==> src/afpcc_defines.vh <==
`ifndef AFPCC_DEFINES_VH
`define AFPCC_DEFINES_VH

// register page and offsets
`define AFPCC_PAGE0 8'h00
`define AFPCC_OFS_PLL_EN 7'h04
`define AFPCC_OFS_REF_SEL 7'h0D
`define AFPCC_OFS_PRE_DIV 7'h14
`define AFPCC_OFS_INT_MUL 7'h15
`define AFPCC_OFS_FRAC_HI 7'h16
`define AFPCC_OFS_FRAC_LO 7'h17
`define AFPCC_OFS_POST_MUL 7'h18
`define AFPCC_OFS_PROC_DIV 7'h1B
`define AFPCC_OFS_BCK_DIV 7'h20
`define AFPCC_OFS_FRM_DIV 7'h21

// field positions
`define AFPCC_EN_BIT 0
`define AFPCC_REF_MSB 6
`define AFPCC_REF_LSB 4
`define AFPCC_PRE_MSB 3
`define AFPCC_INT_MSB 5
`define AFPCC_FRH_MSB 5
`define AFPCC_POST_MSB 3
`define AFPCC_DIV7_MSB 6
`define AFPCC_DIV8_MSB 7

// reset values
`define AFPCC_RST_EN 1'h1
`define AFPCC_RST_REF 3'h0
`define AFPCC_RST_PRE 4'h0
`define AFPCC_RST_INT 6'h08
`define AFPCC_RST_FRH 6'h00
`define AFPCC_RST_FRL 8'h00
`define AFPCC_RST_POST 4'h0
`define AFPCC_RST_PROC 7'h01
`define AFPCC_RST_BCK 7'h07
`define AFPCC_RST_FRM 8'h3F

// reference source codes
`define AFPCC_REF_MCLK 3'h0
`define AFPCC_REF_BCLK 3'h1
`define AFPCC_REF_GPIO 3'h3

// fraction scale (four decimal digits) and sample divider
`define AFPCC_FRAC_SCALE 14'h2710
`define AFPCC_FS_LAST 11'h7FF

// master clock to frame ratios
`define AFPCC_RATIO_128 10'h080
`define AFPCC_RATIO_192 10'h0C0
`define AFPCC_RATIO_256 10'h100
`define AFPCC_RATIO_384 10'h180
`define AFPCC_RATIO_512 10'h200
`define AFPCC_RATIO_MAX 10'h3FF

`endif

==> src/afpcc_clock_config.v <==
// Overview of operation
// - pll reference may be master clock, bit clock or a general-purpose pin
// - three-bit reference select field sits in page 0 register 13 bits 6:4
// - pll enable bit zero bypasses the pll; master clock must then be supplied
// - pll comes out of reset enabled and running without software writes
// - output clock equals input clock times R times K divided by P
// - R programmable 1 to 16, P programmable 1 to 16
// - J is integer part of K, D is four-digit fraction 0000 to 9999
// - sample rate is vco frequency divided by 2048 while pll enabled
// - P, J, D and R coefficients live in page 0 registers 20 to 24
// - processing, bit clock and frame clock dividers in registers 27, 32, 33
// - pll reference works from 1 to 50 MHz with fine coefficient precision
// - a master clock of 64 times the sample rate is never supported
// - 128 and 192 ratios need the pll; 256, 384, 512 work directly
`timescale 1ns/1ps
`include "afpcc_defines.vh"

module afpcc_clock_config #(
    parameter CREDIT_W = 28
) (
    // clock and reset
    input wire sys_clk_in,
    input wire reset_n_in,
    // register port
    input wire [7:0] reg_page_in,
    input wire [6:0] reg_addr_in,
    input wire reg_wr_in,
    input wire reg_rd_in,
    input wire [7:0] reg_wdata_in,
    output reg [7:0] reg_rdata_out,
    // audio clock inputs
    input wire master_clock_in,
    input wire bit_clock_in,
    input wire frame_clock_in,
    input wire gpio_ref_in,
    // derived clock ticks
    output reg pll_output_clock_out,
    output reg processing_tick_out,
    output reg bit_clock_tick_out,
    output reg frame_clock_tick_out,
    output reg sample_tick_out,
    // status
    output reg pll_active_out,
    output reg ratio_ok_out
);

    // software-visible fields
    reg pll_enable_field;
    reg [2:0] pll_ref_field;
    reg [3:0] pre_divide_field;
    reg [5:0] integer_mult_field;
    reg [5:0] fraction_hi_field;
    reg [7:0] fraction_lo_field;
    reg [3:0] post_mult_field;
    reg [6:0] processing_div_field;
    reg [6:0] bit_clock_div_field;
    reg [7:0] frame_clock_div_field;

    // coefficients the generator actually uses
    reg [3:0] act_p;
    reg [5:0] act_j;
    reg [13:0] act_d;
    reg [3:0] act_r;

    reg [7:0] rd_mux;
    reg ref_lvl;
    reg ref_prev;
    reg mclk_prev;
    reg frame_prev;
    reg [CREDIT_W-1:0] credit;
    reg [CREDIT_W-1:0] next_credit;
    reg [10:0] fs_cnt;
    reg [9:0] ratio_cnt;

    wire page_hit = (reg_page_in == `AFPCC_PAGE0);
    wire wr_hit = reg_wr_in && page_hit;
    wire ref_rise = ref_lvl && !ref_prev;
    wire mclk_rise = master_clock_in && !mclk_prev;
    wire frame_rise = frame_clock_in && !frame_prev;

    // true when a master clock to frame ratio can run in the given mode
    function ratio_ok;
        input [9:0] n;
        input pll_on;
        begin
            case (n)
                `AFPCC_RATIO_256, `AFPCC_RATIO_384, `AFPCC_RATIO_512: ratio_ok = 1'b1;
                `AFPCC_RATIO_128, `AFPCC_RATIO_192: ratio_ok = pll_on;
                default: ratio_ok = 1'b0;
            endcase
        end
    endfunction

    // register writes
    always @(posedge sys_clk_in or negedge reset_n_in) begin
        if (!reset_n_in) begin
            pll_enable_field <= `AFPCC_RST_EN;
            pll_ref_field <= `AFPCC_RST_REF;
            pre_divide_field <= `AFPCC_RST_PRE;
            integer_mult_field <= `AFPCC_RST_INT;
            fraction_hi_field <= `AFPCC_RST_FRH;
            fraction_lo_field <= `AFPCC_RST_FRL;
            post_mult_field <= `AFPCC_RST_POST;
            processing_div_field <= `AFPCC_RST_PROC;
            bit_clock_div_field <= `AFPCC_RST_BCK;
            frame_clock_div_field <= `AFPCC_RST_FRM;
        end else if (wr_hit) begin
            // writes land even while the pll runs; the shadow copy decides when P, J, D and R
            // start to count, so software may stage a full coefficient set in advance
            case (reg_addr_in)
                `AFPCC_OFS_PLL_EN: begin
                    pll_enable_field <= reg_wdata_in[`AFPCC_EN_BIT];
                end
                `AFPCC_OFS_REF_SEL: begin
                    pll_ref_field <= reg_wdata_in[`AFPCC_REF_MSB:`AFPCC_REF_LSB];
                end
                `AFPCC_OFS_PRE_DIV: begin
                    pre_divide_field <= reg_wdata_in[`AFPCC_PRE_MSB:0];
                end
                `AFPCC_OFS_INT_MUL: begin
                    integer_mult_field <= reg_wdata_in[`AFPCC_INT_MSB:0];
                end
                `AFPCC_OFS_FRAC_HI: begin
                    // upper six bits of the one binary fraction word
                    fraction_hi_field <= reg_wdata_in[`AFPCC_FRH_MSB:0];
                end
                `AFPCC_OFS_FRAC_LO: begin
                    fraction_lo_field <= reg_wdata_in;
                end
                `AFPCC_OFS_POST_MUL: begin
                    post_mult_field <= reg_wdata_in[`AFPCC_POST_MSB:0];
                end
                `AFPCC_OFS_PROC_DIV: begin
                    processing_div_field <= reg_wdata_in[`AFPCC_DIV7_MSB:0];
                end
                `AFPCC_OFS_BCK_DIV: begin
                    bit_clock_div_field <= reg_wdata_in[`AFPCC_DIV7_MSB:0];
                end
                `AFPCC_OFS_FRM_DIV: begin
                    frame_clock_div_field <= reg_wdata_in[`AFPCC_DIV8_MSB:0];
                end
                default: begin
                    // unmapped offsets are dropped with no error indication
                end
            endcase
        end
    end

    // read mux; unmapped offsets and other pages read zero
    always @* begin
        rd_mux = 8'h00;
        if (page_hit) begin
            // reserved bits read zero so software may write back what it read
            case (reg_addr_in)
                `AFPCC_OFS_PLL_EN: begin
                    rd_mux = {7'h00, pll_enable_field};
                end
                `AFPCC_OFS_REF_SEL: begin
                    rd_mux = {1'b0, pll_ref_field, 4'h0};
                end
                `AFPCC_OFS_PRE_DIV: begin
                    rd_mux = {4'h0, pre_divide_field};
                end
                `AFPCC_OFS_INT_MUL: begin
                    rd_mux = {2'h0, integer_mult_field};
                end
                `AFPCC_OFS_FRAC_HI: begin
                    rd_mux = {2'h0, fraction_hi_field};
                end
                `AFPCC_OFS_FRAC_LO: begin
                    rd_mux = fraction_lo_field;
                end
                `AFPCC_OFS_POST_MUL: begin
                    rd_mux = {4'h0, post_mult_field};
                end
                `AFPCC_OFS_PROC_DIV: begin
                    rd_mux = {1'b0, processing_div_field};
                end
                `AFPCC_OFS_BCK_DIV: begin
                    rd_mux = {1'b0, bit_clock_div_field};
                end
                `AFPCC_OFS_FRM_DIV: begin
                    rd_mux = frame_clock_div_field;
                end
                default: begin
                    rd_mux = 8'h00;
                end
            endcase
        end
    end

    always @(posedge sys_clk_in or negedge reset_n_in) begin
        if (!reset_n_in) begin
            reg_rdata_out <= 8'h00;
        end else if (reg_rd_in) begin
            reg_rdata_out <= rd_mux;
        end
    end

    // shadow copy follows software only while the pll is off, so a running
    // output never sees a half-written coefficient set
    always @(posedge sys_clk_in or negedge reset_n_in) begin
        if (!reset_n_in) begin
            act_p <= `AFPCC_RST_PRE;
            act_j <= `AFPCC_RST_INT;
            act_d <= {`AFPCC_RST_FRH, `AFPCC_RST_FRL};
            act_r <= `AFPCC_RST_POST;
        end else if (!pll_enable_field) begin
            act_p <= pre_divide_field;
            act_j <= integer_mult_field;
            act_d <= {fraction_hi_field, fraction_lo_field};
            act_r <= post_mult_field;
        end
    end

    // reference source mux; limits on its frequency are the source's duty
    always @* begin
        case (pll_ref_field)
            `AFPCC_REF_MCLK: ref_lvl = master_clock_in;
            `AFPCC_REF_BCLK: ref_lvl = bit_clock_in;
            `AFPCC_REF_GPIO: ref_lvl = gpio_ref_in;
            default: ref_lvl = master_clock_in;
        endcase
    end

    // field codes n stand for values n+1
    wire [4:0] p_val = {1'b0, act_p} + 5'h01;
    wire [4:0] r_val = {1'b0, act_r} + 5'h01;
    // K scaled by ten thousand, then times R; P times ten thousand
    wire [19:0] k_x = ({14'h0000, act_j} * {6'h00, `AFPCC_FRAC_SCALE}) + {6'h00, act_d};
    wire [24:0] m_x = {5'h00, k_x} * {20'h00000, r_val};
    wire [18:0] p_x = {14'h0000, p_val} * {5'h00, `AFPCC_FRAC_SCALE};
    wire [CREDIT_W-1:0] m_ext = {{(CREDIT_W-25){1'b0}}, m_x};
    wire [CREDIT_W-1:0] p_ext = {{(CREDIT_W-19){1'b0}}, p_x};
    // limitation: at most one output tick per system clock, so a real vco
    // rate is only modelled at reduced scale
    wire emit = (credit >= p_ext);
    wire pll_tick = pll_enable_field ? emit : mclk_rise;

    // fractional rate generator: R*K/P ticks per reference edge on average
    always @* begin
        next_credit = credit;
        if (ref_rise) begin
            next_credit = next_credit + m_ext;
        end
        if (emit) begin
            next_credit = next_credit - p_ext;
        end
    end

    always @(posedge sys_clk_in or negedge reset_n_in) begin
        if (!reset_n_in) begin
            credit <= {CREDIT_W{1'b0}};
            ref_prev <= 1'b0;
            mclk_prev <= 1'b0;
            frame_prev <= 1'b0;
        end else begin
            credit <= pll_enable_field ? next_credit : {CREDIT_W{1'b0}};
            ref_prev <= ref_lvl;
            mclk_prev <= master_clock_in;
            frame_prev <= frame_clock_in;
        end
    end

    // three dividers: processing and bit clock from the pll tick,
    // frame clock from the bit clock tick
    wire [7:0] div_lim [0:2];
    wire [2:0] div_src;
    wire [2:0] div_hit;
    assign div_lim[0] = {1'b0, processing_div_field};
    assign div_lim[1] = {1'b0, bit_clock_div_field};
    assign div_lim[2] = frame_clock_div_field;
    assign div_src = {div_hit[1], pll_tick, pll_tick};

    genvar gi;
    generate
        for (gi = 0; gi < 3; gi = gi + 1) begin : g_div
            reg [7:0] cnt;
            assign div_hit[gi] = div_src[gi] && (cnt >= div_lim[gi]);
            always @(posedge sys_clk_in or negedge reset_n_in) begin
                if (!reset_n_in) begin
                    cnt <= 8'h00;
                end else if (div_src[gi]) begin
                    cnt <= div_hit[gi] ? 8'h00 : cnt + 8'h01;
                end
            end
        end
    endgenerate

    // sample tick, frame ratio check and registered outputs
    always @(posedge sys_clk_in or negedge reset_n_in) begin
        if (!reset_n_in) begin
            fs_cnt <= 11'h000;
            ratio_cnt <= 10'h000;
            pll_output_clock_out <= 1'b0;
            processing_tick_out <= 1'b0;
            bit_clock_tick_out <= 1'b0;
            frame_clock_tick_out <= 1'b0;
            sample_tick_out <= 1'b0;
            pll_active_out <= 1'b0;
            ratio_ok_out <= 1'b0;
        end else begin
            if (!pll_enable_field) begin
                fs_cnt <= 11'h000;
            end else if (pll_tick) begin
                fs_cnt <= fs_cnt + 11'h001;
            end
            sample_tick_out <= pll_enable_field && pll_tick
                && (fs_cnt == `AFPCC_FS_LAST);
            // the ratio counter saturates, so after a stopped frame clock the next frame edge
            // reads as an unsupported ratio rather than wrapping into a legal one;
            // an mclk edge in the frame edge cycle opens the next count
            if (frame_rise) begin
                ratio_ok_out <= ratio_ok(ratio_cnt, pll_enable_field);
                ratio_cnt <= mclk_rise ? 10'h001 : 10'h000;
            end else if (mclk_rise && ratio_cnt != `AFPCC_RATIO_MAX) begin
                ratio_cnt <= ratio_cnt + 10'h001;
            end
            pll_output_clock_out <= pll_tick;
            processing_tick_out <= div_hit[0];
            bit_clock_tick_out <= div_hit[1];
            frame_clock_tick_out <= div_hit[2];
            pll_active_out <= pll_enable_field;
        end
    end

endmodule // afpcc_clock_config

==> config.mk <==
export PLATFORM = sky130hd
export DESIGN_NAME = afpcc_clock_config
export DESIGN_NICKNAME = d
export VERILOG_FILES = /design/src/afpcc_clock_config.v
export VERILOG_INCLUDE_DIRS = /design/src
export SDC_FILE = /design/constraint.sdc
export NUM_CORES = 1
export LEC_CHECK = 0
export ABC_CLOCK_PERIOD_IN_PS = 9100
export BUFFER_PORTS_ARGS = -buffer_cell sky130_fd_sc_hd__buf_4
export CAP_MARGIN = 25
export CORE_MARGIN = 4
export CORE_UTILIZATION = 31
export CTS_CLUSTER_DIAMETER = 150
export DETAILED_ROUTE_END_ITERATION = 10
export GPL_ROUTABILITY_DRIVEN = 0
export GPL_TIMING_DRIVEN = 1
export PLACE_DENSITY = 0.44
export SLEW_MARGIN = 20
export SYNTH_ARGS = -nofsm -noshare
export SYNTH_HDL_FRONTEND = slang
export SYNTH_SLANG_ARGS = --single-unit
==> constraint.sdc <==
create_clock -name sys_clk_in -period 9.1 [get_ports sys_clk_in]
set_clock_uncertainty 0.2 [all_clocks]
set_input_delay 0.455 -clock sys_clk_in [delete_from_list [all_inputs] [get_ports sys_clk_in]]
set_output_delay 0.455 -clock sys_clk_in [all_outputs]
set_load 0.02 [all_outputs]
==> results.md <==
- Post-synthesis sequential area ratio: 0.291
- ANT cells: 0
- Total global-route track usage: 0.158
- CP Capture Type: register
- Area growth syn-to-layout: 14.1%
- Root buffer cell: clkbuf_16
- Largest net degree at the start of global routing: 96
- VDD IR max: 0.000118 V
- Most frequent cells in the layout: inv_1, dfrtp_1, ha_1
- First-pass detailed-route iteration total: 6
- Inserted Clock Buffers: 17
- Maximum fanout along the worst path: 7
- Row cnt: 80
- Commonest non-fill, non-tap cell in the layout: inv_1
- Crit-path slowest cell: fa_1
- Clock sinks: about 170
- # fillers: 4923
- Register area: 0.00435 mm²
- Hold violation count in the final report: 0
- Initial antenna violation count: 0
- H-tree depth: 4
- Number of synthesized flops with an enable pin: 0
- Syn Inst Count: 1605
- Nets@finish: 1952
- Status: finished, final reports clean
- First-pass GRT wire length: 64200 µm
- Pins Over Slew Limit: 0
- Setup violations, final: 0
- Ys flop type: dfrtp_1
- Setup tns final: 0 ps
- Syn_area_per_cell: between 9 and 10 µm²
- Synthesized Nets: around 1900
- Clock tree from TritonCTS: built
- Reg2Reg Setup Slack: 450 ps
- DR DRC count: 0
- Die Y: 228 µm
- PD cells: around 170 mW/mm²
- Post-Route WL: 39700 µm
- Synth warnings: 0
- Area of the core: 0.0476 mm²
- Max-Cap Viols: 0
- Fin crit period: 8650 ps
- Seq cells post-synth: 173
- Crit path from: act_j[1]$_DFFE_PN0N_
- Die Wd: between 200 and 250 µm
- Period utilization: 0.950
- Worst-path clk slew: 80 ps
- WP data arrival: just under 9000 ps
- Reg2reg start: act_j[1]$_DFFE_PN0N_
- Critical R2R Capture: credit[26]$_DFF_PN0_
- Post-synthesis instance area: 0.0149 mm²
- WL/cell: about 17 µm
- Area of the multi-input gates: 0.00992 mm²
- Most used cell, CP: inv_1
- Worst Tran Pin Value: 1030 ps
- DR vias: 11600
- Crit start category: register
- Clock latency on the worst-skew pair: 480 ps
- R2R cell count: 32
- Fraction of layout cells with a size suffix above 1: 0.141
- Die area: between 0.05 and 0.06 mm²
- Leakage power figure: 8.42 nW
- Synth cell types: 73
- Remaining antenna violation count: 0
- Slowest stage delay, CP: roughly 540 ps
- Max Buffers Root-to-Sink: 2
- Input/output buffers: 45
- Synth async-reset ratio: 1.00
- Min Hold Slack: 49.8 ps
- Hold Crit Class: in -> reg
- Vias in the first global route: 11700
- I/O pin count: 46
- First DRT Iteration DRCs: 665
- CP Capture Point: credit[26]$_DFF_PN0_
- CP Data Required Time: 9310 ps
- Max Freq: 116 MHz
- Worst slew margin: 0.311
- Post-DP HPWL: between 30000 and 40000 µm
- Total gr overflow: 0
- Post-route cell area: 0.0170 mm²
- DP Area: 0.0162 mm²
- Critical path class: reg -> reg
- Starting density of the core: 0.314
- Vias per cell: ~5
## power by group
| part | switching, mW | leakage (nW) | internal (mW) |
|---|---|---|---|
| registers | 0.137 | 2.18 | 0.876 |
| clock network | 0.352 | 0.286 | 0.413 |
| logic | 0.604 | 5.95 | 0.484 |
| total | 1.09 | 8.42 | 1.77 |
## sequential cells by signal (all words and copies together) (netlist names), 3 cells and up
register,flops
credit,28
g_div.cnt,24
act_d,14
fs_cnt,11
ratio_cnt,10
fraction_lo_field,8
frame_clock_div_field,8
reg_rdata_out,8
bit_clock_div_field,7
processing_div_field,7
act_j,6
fraction_hi_field,6
integer_mult_field,6
act_p,4
act_r,4
post_mult_field,4
pre_divide_field,4
pll_ref_field,3
## per-stage QoR
stage | utilization | setup slack, ps | power, mW | std cells
after floorplan | - | 378 | 1.79 | 1605
after global placement | 0.339 | 205 | 2.10 | 2261
after detailed placement | 0.339 | -184 | 2.10 | 2261
after CTS | 0.353 | 23.4 | 2.89 | 2298
after global routing | 0.358 | -2.32 | 3.11 | 2306
final | 0.358 | 452 | 2.87 | 2306
## cells by family (layout without fill, tap and decap cells)
| family | count (synthesis) | after routing | synth area share |
|---|---|---|---|
| and+or+nand+nor | 472 | 472 | 0.154 |
| adders and majority gates | 243 | 243 | 0.249 |
| muxes | 70 | 70 | 0.0526 |
| AOI/OAI and AO/OA | 354 | 354 | 0.156 |
| DFF | 173 | 173 | 0.291 |
| xor gates and xnor gates | 68 | 68 | 0.0408 |
| buffers and inverters | 225 | 311 | 0.0570 |
## cell usage after synthesis, drive strengths merged (4+ instances only)
cell type / n / area (µm²)
o2111ai: 4 / 35.0
buf: 6 / 30.0
or3: 10 / 62.6
nor2: 108 / 405
or4: 4 / 30.0
o211a: 7 / 70.1
o31ai: 8 / 60.1
o21bai: 10 / 75.1
a21boi: 6 / 45.0
nor3b: 6 / 45.0
o21ai: 92 / 460
nor4: 9 / 56.3
a31oi: 7 / 43.8
o21a: 13 / 97.6
nand2b: 13 / 81.3
clkbuf: 36 / 135
nor3: 29 / 145
a222oi: 4 / 40.0
xor2: 32 / 280
a211oi: 15 / 113
fa: 90 / 1800
nand2: 142 / 533
or2: 8 / 50.1
and2: 22 / 138
o211ai: 4 / 30.0
a21o: 32 / 240
a21oi: 76 / 380
a22oi: 15 / 113
ha: 153 / 1910
mux2: 68 / 766
nor2b: 41 / 257
dfrtp: 160 / 4000
dfstp: 13 / 342
nand4: 13 / 81.3
a22o: 18 / 158
o22ai: 9 / 56.3
a211o: 5 / 43.8
xnor2: 35 / 307
o31a: 4 / 35.0
nand3b: 4 / 30.0
inv: 182 / 683
and3: 29 / 181
nand3: 26 / 130
## layer usage
layer  track usage  wire (µm)
met5             0          0
met4        0.0478        618
met3        0.0255       1100
met2         0.260      19000
met1         0.217      19000
## how the worst min path moves through the flow
stage,slack (ps),depth (start not counted),to,start
2_1_floorplan,-40,0,act_d[0]$_DFFE_PN0N_,reset_n_in
3_3_place_gp,300,1,act_d[4]$_DFFE_PN0N_,act_d[4]$_DFFE_PN0N_
3_5_place_dp,310,1,act_d[6]$_DFFE_PN0N_,act_d[6]$_DFFE_PN0N_
4_1_cts,10,3,frame_clock_div_field[6]$_DFFE_PN0P_,reg_wdata_in[6]
5_1_grt,50,3,bit_clock_div_field[6]$_DFFE_PN0P_,reg_wdata_in[6]
6_report,50,3,frame_clock_div_field[6]$_DFFE_PN0P_,reg_wdata_in[6]
## critical path, delay by kind of cell (launching register included)
family,cells,cell delay [ps]
compound gates,11,2420
flops,1,410
buf+inv,8,640
fa+ha+maj,9,3610
simple gates,3,1030
xor+xnor,1,250
## area by class of cell
| type | instances | share of cell area |
|---|---|---|
| flip-flops and latches | 173 | 0.255 |
| clock inverters | 12 | 0.00881 |
| clock buffers | 20 | 0.0256 |
| repair buffers | 96 | 0.0433 |
| multi-input cells | 1207 | 0.582 |
| inverters | 183 | 0.0403 |
| well taps | 615 | 0.0451 |
## timing repair
item | CTS | global route
pin swaps | 0 | 13
setup buffers | 0 | 6
hold buffers | 5 | 0
gates resized for setup | 2 | 40
endpoints found under the setup margin | 3 | 7
endpoints found under the hold margin | 97 | 0
No activity file was read; power rests on OpenSTA's default activity.
